--- config.mk ---
export PLATFORM = sky130hd
export DESIGN_NAME = instrument_status_groups
export DESIGN_NICKNAME = d
export VERILOG_FILES = /design/src/shared/status_pkg.sv /design/src/design/instrument_status_groups.sv /design/src/design/status_group.sv
export SDC_FILE = /design/constraint.sdc
export NUM_CORES = 1
export LEC_CHECK = 0
export BUFFER_PORTS_ARGS = -buffer_cell sky130_fd_sc_hd__clkbuf_2
export CELL_PAD_IN_SITES_DETAIL_PLACEMENT = 2
export CELL_PAD_IN_SITES_GLOBAL_PLACEMENT = 2
export CORE_UTILIZATION = 31
export CTS_CLUSTER_SIZE = 24
export DETAILED_ROUTE_END_ITERATION = 16
export PLACE_DENSITY = 0.81
export SLEW_MARGIN = 20
export SYNTH_ARGS = -nofsm -noshare
export SYNTH_HDL_FRONTEND = slang
export SYNTH_SLANG_ARGS = --single-unit
--- constraint.sdc ---
create_clock -name core_clk -period 1.3 [get_ports core_clk]
set_input_delay 0.39 -clock core_clk [delete_from_list [all_inputs] [get_ports core_clk]]
set_output_delay 0.39 -clock core_clk [all_outputs]
set_load 0.1 [all_outputs]
--- src/shared/status_pkg.sv ---
package status_pkg;

   // -------------------------------------------------------------
   // Register selection on the command port
   // -------------------------------------------------------------
   typedef enum logic [2:0] {
      SEL_OPER_COND  = 3'h0,
      SEL_OPER_EVENT = 3'h1,
      SEL_OPER_EN    = 3'h2,
      SEL_QUES_COND  = 3'h3,
      SEL_QUES_EVENT = 3'h4,
      SEL_QUES_EN    = 3'h5,
      SEL_STB        = 3'h6
   } reg_sel_t;

   typedef struct packed {
      logic        valid;
      logic        write;
      logic        clear_status;
      reg_sel_t    sel;
      logic [15:0] wdata;
   } cmd_t;

   typedef struct packed {
      logic        valid;
      logic [15:0] rdata;
   } rsp_t;

   // -------------------------------------------------------------
   // Bit positions
   // -------------------------------------------------------------
   localparam int OPER_CAL      = 0;
   localparam int OPER_MEAS     = 4;
   localparam int OPER_WAIT_TRG = 5;
   localparam int OPER_CFG_CHG  = 8;
   localparam int OPER_LOCKED   = 10;

   localparam int QUES_VOLT_OVL = 0;
   localparam int QUES_CURR_OVL = 1;
   localparam int QUES_OUT_OV   = 2;
   localparam int QUES_OUT_OC   = 3;
   localparam int QUES_FREQ     = 5;
   localparam int QUES_CAL_BAD  = 8;
   localparam int QUES_RES_OVL  = 9;
   localparam int QUES_CAP      = 10;
   localparam int QUES_LIM_LO   = 11;
   localparam int QUES_LIM_HI   = 12;

   localparam int STB_QUES_SUM  = 3;

   localparam logic [15:0] OPER_USED_MASK = 16'h0531;
   localparam logic [15:0] QUES_USED_MASK = 16'h1F2F;

   localparam logic [15:0] EVENT_RESET  = 16'h0000;
   localparam logic [15:0] ENABLE_RESET = 16'h0000;

endpackage : status_pkg

--- src/design/instrument_status_groups.sv ---
`timescale 1ns/100ps
module instrument_status_groups
   import status_pkg::*;
(
   input  wire logic                core_clk,
   input  wire logic                rstn,
   // Instrument state, same clock domain
   input  wire logic                calibrating,
   input  wire logic                measuring,
   input  wire logic                waiting_trigger,
   input  wire logic                config_changed,
   input  wire logic                remote_locked,
   input  wire logic                volt_overload,
   input  wire logic                curr_overload,
   input  wire logic                out_over_voltage,
   input  wire logic                out_over_current,
   input  wire logic                freq_out_of_range,
   input  wire logic                cal_corrupt,
   input  wire logic                res_overload,
   input  wire logic                cap_out_of_range,
   input  wire logic                limit_test_active,
   input  wire logic                reading_below_lower,
   input  wire logic                reading_above_upper,
   // Host command port
   input  wire status_pkg::cmd_t    cmd,
   output status_pkg::rsp_t         rsp,
   output logic                     ques_summary
);
   import status_pkg::*;

   // ----------------------------------------------------------------
   // Condition vectors
   // ----------------------------------------------------------------
   logic [15:0] oper_cond;
   logic [15:0] ques_cond;

   always_comb begin
      oper_cond                = 16'h0000;
      oper_cond[OPER_CAL]      = calibrating;
      oper_cond[OPER_MEAS]     = measuring;
      oper_cond[OPER_WAIT_TRG] = waiting_trigger;
      oper_cond[OPER_CFG_CHG]  = config_changed;
      oper_cond[OPER_LOCKED]   = remote_locked;
   end

   always_comb begin
      ques_cond                = 16'h0000;
      ques_cond[QUES_VOLT_OVL] = volt_overload;
      ques_cond[QUES_CURR_OVL] = curr_overload;
      ques_cond[QUES_OUT_OV]   = out_over_voltage;
      ques_cond[QUES_OUT_OC]   = out_over_current;
      ques_cond[QUES_FREQ]     = freq_out_of_range;
      ques_cond[QUES_CAL_BAD]  = cal_corrupt;
      ques_cond[QUES_RES_OVL]  = res_overload;
      ques_cond[QUES_CAP]      = cap_out_of_range;
      // Limit flags only count while a limit test runs
      ques_cond[QUES_LIM_LO]   = limit_test_active & reading_below_lower;
      ques_cond[QUES_LIM_HI]   = limit_test_active & reading_above_upper;
   end

   // ----------------------------------------------------------------
   // Command decode
   // ----------------------------------------------------------------
   logic        rd_cmd;
   logic        oper_clr;
   logic        ques_clr;
   logic        oper_en_we;
   logic        ques_en_we;

   assign rd_cmd     = cmd.valid & ~cmd.write & ~cmd.clear_status;
   // Reading an event register is the query that empties it
   assign oper_clr   = cmd.valid & (cmd.clear_status |
                       (rd_cmd & (cmd.sel == SEL_OPER_EVENT)));
   assign ques_clr   = cmd.valid & (cmd.clear_status |
                       (rd_cmd & (cmd.sel == SEL_QUES_EVENT)));
   assign oper_en_we = cmd.valid & cmd.write & ~cmd.clear_status &
                       (cmd.sel == SEL_OPER_EN);
   assign ques_en_we = cmd.valid & cmd.write & ~cmd.clear_status &
                       (cmd.sel == SEL_QUES_EN);

   // ----------------------------------------------------------------
   // Groups
   // ----------------------------------------------------------------
   logic [15:0] oper_cond_q;
   logic [15:0] oper_event_q;
   logic [15:0] oper_en_q;
   logic [15:0] ques_cond_q;
   logic [15:0] ques_event_q;
   logic [15:0] ques_en_q;
   logic        ques_sum_q;

   status_group #(
      .USED_MASK    (OPER_USED_MASK)
   ) u_oper (
      .core_clk     (core_clk),
      .rstn         (rstn),
      .cond_in      (oper_cond),
      .event_clear  (oper_clr),
      .enable_we    (oper_en_we),
      .enable_wdata (cmd.wdata),
      .cond_q       (oper_cond_q),
      .event_q      (oper_event_q),
      .enable_q     (oper_en_q),
      // Operation summary has no bit in this status byte, so it is left open
      .summary_q    ()
   );

   status_group #(
      .USED_MASK    (QUES_USED_MASK)
   ) u_ques (
      .core_clk     (core_clk),
      .rstn         (rstn),
      .cond_in      (ques_cond),
      .event_clear  (ques_clr),
      .enable_we    (ques_en_we),
      .enable_wdata (cmd.wdata),
      .cond_q       (ques_cond_q),
      .event_q      (ques_event_q),
      .enable_q     (ques_en_q),
      .summary_q    (ques_sum_q)
   );

   // ----------------------------------------------------------------
   // Read answer, one cycle after the command
   // ----------------------------------------------------------------
   logic [15:0] rdata_d;
   logic [15:0] stb_view;

   always_comb begin
      stb_view               = 16'h0000;
      stb_view[STB_QUES_SUM] = ques_sum_q;
   end

   always_comb begin
      case (cmd.sel)
         SEL_OPER_COND:  rdata_d = oper_cond_q;
         SEL_OPER_EVENT: rdata_d = oper_event_q;
         SEL_OPER_EN:    rdata_d = oper_en_q;
         SEL_QUES_COND:  rdata_d = ques_cond_q;
         SEL_QUES_EVENT: rdata_d = ques_event_q;
         SEL_QUES_EN:    rdata_d = ques_en_q;
         SEL_STB:        rdata_d = stb_view;
         default:        rdata_d = 16'h0000;
      endcase
   end

   always_ff @(posedge core_clk or negedge rstn) begin
      if (!rstn) begin
         rsp <= '0;
      end else begin
         rsp.valid <= rd_cmd;
         rsp.rdata <= rd_cmd ? rdata_d : 16'h0000;
      end
   end

   // Summary is already registered; re-register so the port is a flop
   always_ff @(posedge core_clk or negedge rstn) begin
      if (!rstn) begin
         ques_summary <= 1'b0;
      end else begin
         ques_summary <= ques_sum_q;
      end
   end

endmodule : instrument_status_groups

--- src/design/status_group.sv ---
`timescale 1ns/100ps
// One condition/event/enable triple with its summary bit.
module status_group
   import status_pkg::*;
#(
   parameter logic [15:0] USED_MASK = 16'hFFFF
) (
   input  wire logic        core_clk,
   input  wire logic        rstn,
   input  wire logic [15:0] cond_in,
   input  wire logic        event_clear,
   input  wire logic        enable_we,
   input  wire logic [15:0] enable_wdata,
   output logic      [15:0] cond_q,
   output logic      [15:0] event_q,
   output logic      [15:0] enable_q,
   output logic             summary_q
);
   logic [15:0] cond_d;
   logic [15:0] event_d;

   assign cond_d = cond_in & USED_MASK;

   // Condition follows state every cycle; reads never touch it
   always_ff @(posedge core_clk or negedge rstn) begin
      if (!rstn) begin
         cond_q <= 16'h0000;
      end else begin
         cond_q <= cond_d;
      end
   end

   // Rising edge of a condition latches; set beats a same-cycle clear
   assign event_d = (event_clear ? 16'h0000 : event_q) | (cond_d & ~cond_q);

   always_ff @(posedge core_clk or negedge rstn) begin
      if (!rstn) begin
         event_q <= EVENT_RESET;
      end else begin
         event_q <= event_d;
      end
   end

   always_ff @(posedge core_clk or negedge rstn) begin
      if (!rstn) begin
         enable_q <= ENABLE_RESET;
      end else if (enable_we) begin
         enable_q <= enable_wdata & USED_MASK;
      end
   end

   always_ff @(posedge core_clk or negedge rstn) begin
      if (!rstn) begin
         summary_q <= 1'b0;
      end else begin
         summary_q <= |(event_d & enable_q);
      end
   end

endmodule : status_group

======== After elaboration in Yosys (flattened, before gate mapping) ========
Index checks and enable logic that the tools add are counted.
operators by class
  eq/ne operators ......................... 6
  bitwise gates (word level) .............. 23
  reductions and logical operators ........ 2
  muxes and demuxes ....................... 4
operator list
  cell                count
  $pmux 16 s7         1
  $mux 16             3
  $or 16x16->16       2
  $and 11x16->16      1
  $and 13x16->16      1
  $and 16x13->16      1
  $not 11->16         1
  $not 13->16         1
  $reduce_or 16->1    1
  $and 1x1->1         12
  $eq 3x3->1 const B  3
  $eq 3x2->1 const B  2
  $eq 3x1->1 const B  1
  $logic_not 3->1     1
  $not 1->1           2
  $or 1x1->1          2
word-level totals
  input port bits ......................... 40
  word-level logic and storage cells ...... 45
  output and inout bits ................... 18
  register bits after elaboration ......... 81

======== Longest topological paths before layout ========
  depth after elaboration ................. 10
  mapped depth ............................ 7
  depth with buffers taken out ............ 4

======== By module ========
From an unflattened synthesis, not the netlist that was laid out.
second synthesis, totals
  cells, all modules ...................... 327
  area total of the unflattened synthesis .. 3512.1 um^2
modules (own cells, without submodules)
  module                    instances  cells an instance  sequential area each (um^2)  area an instance (um^2)
  instrument_status_groups  1          154                450.4                        1438.9
  status_group (u_ques)     1          100                775.7                        1268.7
  status_group (u_oper)     1          73                 400.4                        804.5

======== Least setup slack after synthesis ========
OpenSTA, ideal clock, no wires.
  path type ............................... input port to flip-flop
  from .................................... input port cmd[17] in the netlist's numbering
  to ...................................... register u_ques.enable_q[0]
  stages .................................. 5
  slack ................................... -0.258 ns
  setup time .............................. 0.125 ns
  data required time ...................... 1.175 ns
  data arrival time ....................... 1.433 ns
  buffers on the path ..................... 2
  cell sequence ........................... and2b_2 buf_2 and4_1 buf_2 mux2_2
between the ends
  word-level cells in the longest chain between the ends .. 2
RTL lines
  what                    line                            RTL
  start: declaration      instrument_status_groups.sv:25  input wire status_pkg::cmd_t cmd,
  $eq 3x3->1              instrument_status_groups.sv:79  (cmd.sel == SEL_QUES_EN);
  $and 1x1->1             instrument_status_groups.sv:78  assign ques_en_we = cmd.valid & cmd.write & ~cmd.clear_status &
  end signal: assignment  status_group.sv:48              enable_q <= enable_wdata & USED_MASK;
  end: declaration        status_group.sv:16              output logic [15:0] enable_q,
No other way between the ends.
A chain may end at the register's enable or synchronous reset.

======== Worst setup path after layout ========
  from .................................... register u_ques.event_q[8]
  to ...................................... register u_ques.summary_q
between the ends
  word-level cells in the longest chain between the ends .. 4
RTL lines
  what                      line                RTL
  start: declaration        status_group.sv:15  output logic [15:0] event_q,
  start signal: assignment  status_group.sv:40  event_q <= event_d;
  $mux 16                   status_group.sv:34  assign event_d = (event_clear ? 16'h0000 : event_q) | (cond_d & ~cond_q);
  $or 16x16->16             status_group.sv:34
  $and 16x13->16            status_group.sv:56  summary_q <= |(event_d & enable_q);
  $reduce_or 16->1          status_group.sv:56
  end signal: assignment    status_group.sv:56
  end: declaration          status_group.sv:17  output logic summary_q
No other way between the ends.

==> results.ini <==
[finish]
antenna_cells = 0
most-common-layout-cells = dfrtp_1, buf_4, clkbuf_2
drive_above_1_share_pct = 46.9
fin_cells = 422
final_core_util_pct = 48.2
fin_area_mm2 = 0.00380
layout_commonest_cell = dfrtp_1
fin_nets = 355
area_delta_synth_final_pct = 46.8
fillers = 785
seq_area_mm2 = 0.00148
multi_input_area_mm2 = 0.00108

[grt]
grt_pass1_wl_um = 15500
antenna_found_initial = 0
grt_max_degree = 60
grt_usage_pct = 25.0
first_global_vias = 2594
grt_overflow = 0

[critical_path]
crit_start = u_ques.event_q[8]
reg2reg_from = u_ques.event_q[8]
start_kind = flop
required_ps = 1510
crit_type = flop to flop
path_buf_inv = 1
critPathCaptureType = flop
crit_fanout = 2
cp_cell_sequence = a222oi_1 -> buf_4 -> nor2_2 -> a2111oi_4 -> nand4_1
cp.arrival_ps = 1890
cpMaxStageDelayCell = a222oi_1
critPathMaxStageDelay_ps = 440
path_delay_family = compound AO/OA/AOI/OAI gates

[route]
wl_um = 9860
ant_nets = 0
viasPerCell = 5.10
dr.pass1.iters = 6
wl_per_cell_um = 23.4
route.vias.total = 2154
dr.first_iter.drc_count = 60
drc = 0

[power_and_ir_drop]
totalPowerFinal_mw = 5.10
p_leak_nw = 1.83
ir_worst_vdd_mv = 0.575
power_density_mw_per_mm2 = 1340

[synthesis]
synth_ff_type = dfrtp_1
async_reset_ff_share_pct = 100
ys_seq_elements = 59
netlist_area_mm2 = 0.00259
synth.distinct_cells = 34
yosys_warnings = 0
ys_seq_area_share_pct = 57.0
syn_inst = 220
syn_area_per_cell_um2 = 11.8
synth_edf_count = 0

[run_status]
status = finished with violations
failed_checks = setup timing

[timing]
tightestPinTransition_ps = 707
clock_skew_ps = 13.5
period_needed_ps = 1680
slew_violations = 0
max_freq_mhz = 594
tns_ps = -935
holdWs_ps = 25.6
fin_crit_sh_pct = 129
hold_viol = 0
final.setup.worst_slack_ps = -383
grt_setup_unrepaired = true
setup_viol = 26
relSlewSlack_pct = 52.3

[flow_run]
drv_cap = 0

[placed_design]
gp_congestion = 0.835
post_dp_cell_area_mm2 = 0.00348
dpl.cell_count = 405
dp_slack_ps = -633
dp_hpwl_um = 6650
io_buffer_count = 47

[floorplan]
die_area_mm2 = 0.00872
fp.dieW_um = 93.4
die_h_um = 93.4
io_pins = 58
rows = 32
core_area_mm2 = 0.00789
initial_core_util_pct = 32.8

[clock_tree]
insertion_delay_ps = 350
cts_tree = done
cts_max_level = 3
clock_path_buffers = 2
clkSlewWorstSetupHoldPaths_ps = 80
clock-sinks = 59
clockRootBuffer = clkbuf_8
numCtsBuffers = 9

[worst_hold_path]
min_path_type = primary input to async pin

==> power breakdown <==
group	internal, mW	leakage, nW	switching, mW
logic	0.544	1.01	0.630
clock network	0.928	0.0991	0.784
registers	2.03	0.723	0.177
total	3.51	1.83	1.59
==> Yosys cell counts, drive strengths merged (2+ instances only) <==
cell type / instances / area (um^2)
dfrtp: 59 / 1480
nor4b: 2 / 32.5
and2b: 2 / 17.5
a22o: 2 / 17.5
nor3: 3 / 15.0
o311ai: 4 / 35.0
o221ai: 2 / 17.5
a211oi: 2 / 15.0
nand3b: 5 / 37.5
nor2: 12 / 45.0
mux2: 21 / 236
mux4: 3 / 67.6
nand4: 2 / 12.5
nand3: 2 / 10.0
nand2: 17 / 63.8
nand2b: 13 / 81.3
buf: 10 / 77.6
o21ai: 14 / 70.1
clkbuf: 4 / 15.0
a22oi: 11 / 82.6
a21oi: 2 / 10.0
mux2i: 2 / 20.0
inv: 18 / 67.6
==> cell families after synthesis <==
family | count (synthesis) | share of synthesized area, %
AO/OA/AOI/OAI | 40 | 10.8
multiplexers | 26 | 12.5
AND/OR/NAND/NOR | 62 | 13.3
buffers and inverters | 32 | 6.19
other | 1 | 0.145
flip-flops | 59 | 57.0
==> metal layers <==
layer	GRT usage, %	vias up	wire length [um]
met5	0	-	0
met4	9.74	0	342
met3	5.77	21	301
met2	46.1	61	5400
met1	27.7	1122	3820
li1	-	950	-
==> registers in the layout, indices dropped and copies added, names as in the netlist <==
name	count
u_oper.event_q	5
u_oper.cond_q	5
u_ques.cond_q	10
rsp	12
u_ques.enable_q	10
u_ques.event_q	10
u_oper.enable_q	5
ques_summary	1
u_ques.summary_q	1
==> worst paths after layout <==
check / endpoint / slack, ps / cells past startpoint
setup reg to reg: u_ques.summary_q / -380 / 5
min in group core_clk: u_oper.cond_q[5] / 160 / 1
hold / removal: u_ques.event_q[12] / 30 / 2
max in group asynchronous: rsp[11] / 970 / 2
setup / recovery: u_ques.summary_q / -380 / 5
hold reg to reg: u_oper.event_q[4] / 470 / 1
==> cell type report <==
cell class	instances	area share (%)
Tap cell	102	3.36
Timing Repair Buffer	94	22.4
Clock buffer	11	3.72
Clock inverter	5	1.38
Sequential cell	59	38.9
Inverter	18	1.78
Multi-Input combinational cell	133	28.5
==> worst register-to-register path, cell delays in order (launching register included) <==
cell	delay (ps)
dfrtp_1	400
a222oi_1	440
buf_4	210
nor2_2	50
a2111oi_4	280
nand4_1	170
==> timing repair <==
item	4_1_cts	5_1_grt
pin swaps	3	2
buffers inserted	2	0
hold buffers	0	0
endpoints found under the setup margin	29	30
gates resized for setup	21	6
Note: power is estimated with default switching activity, not from simulation.
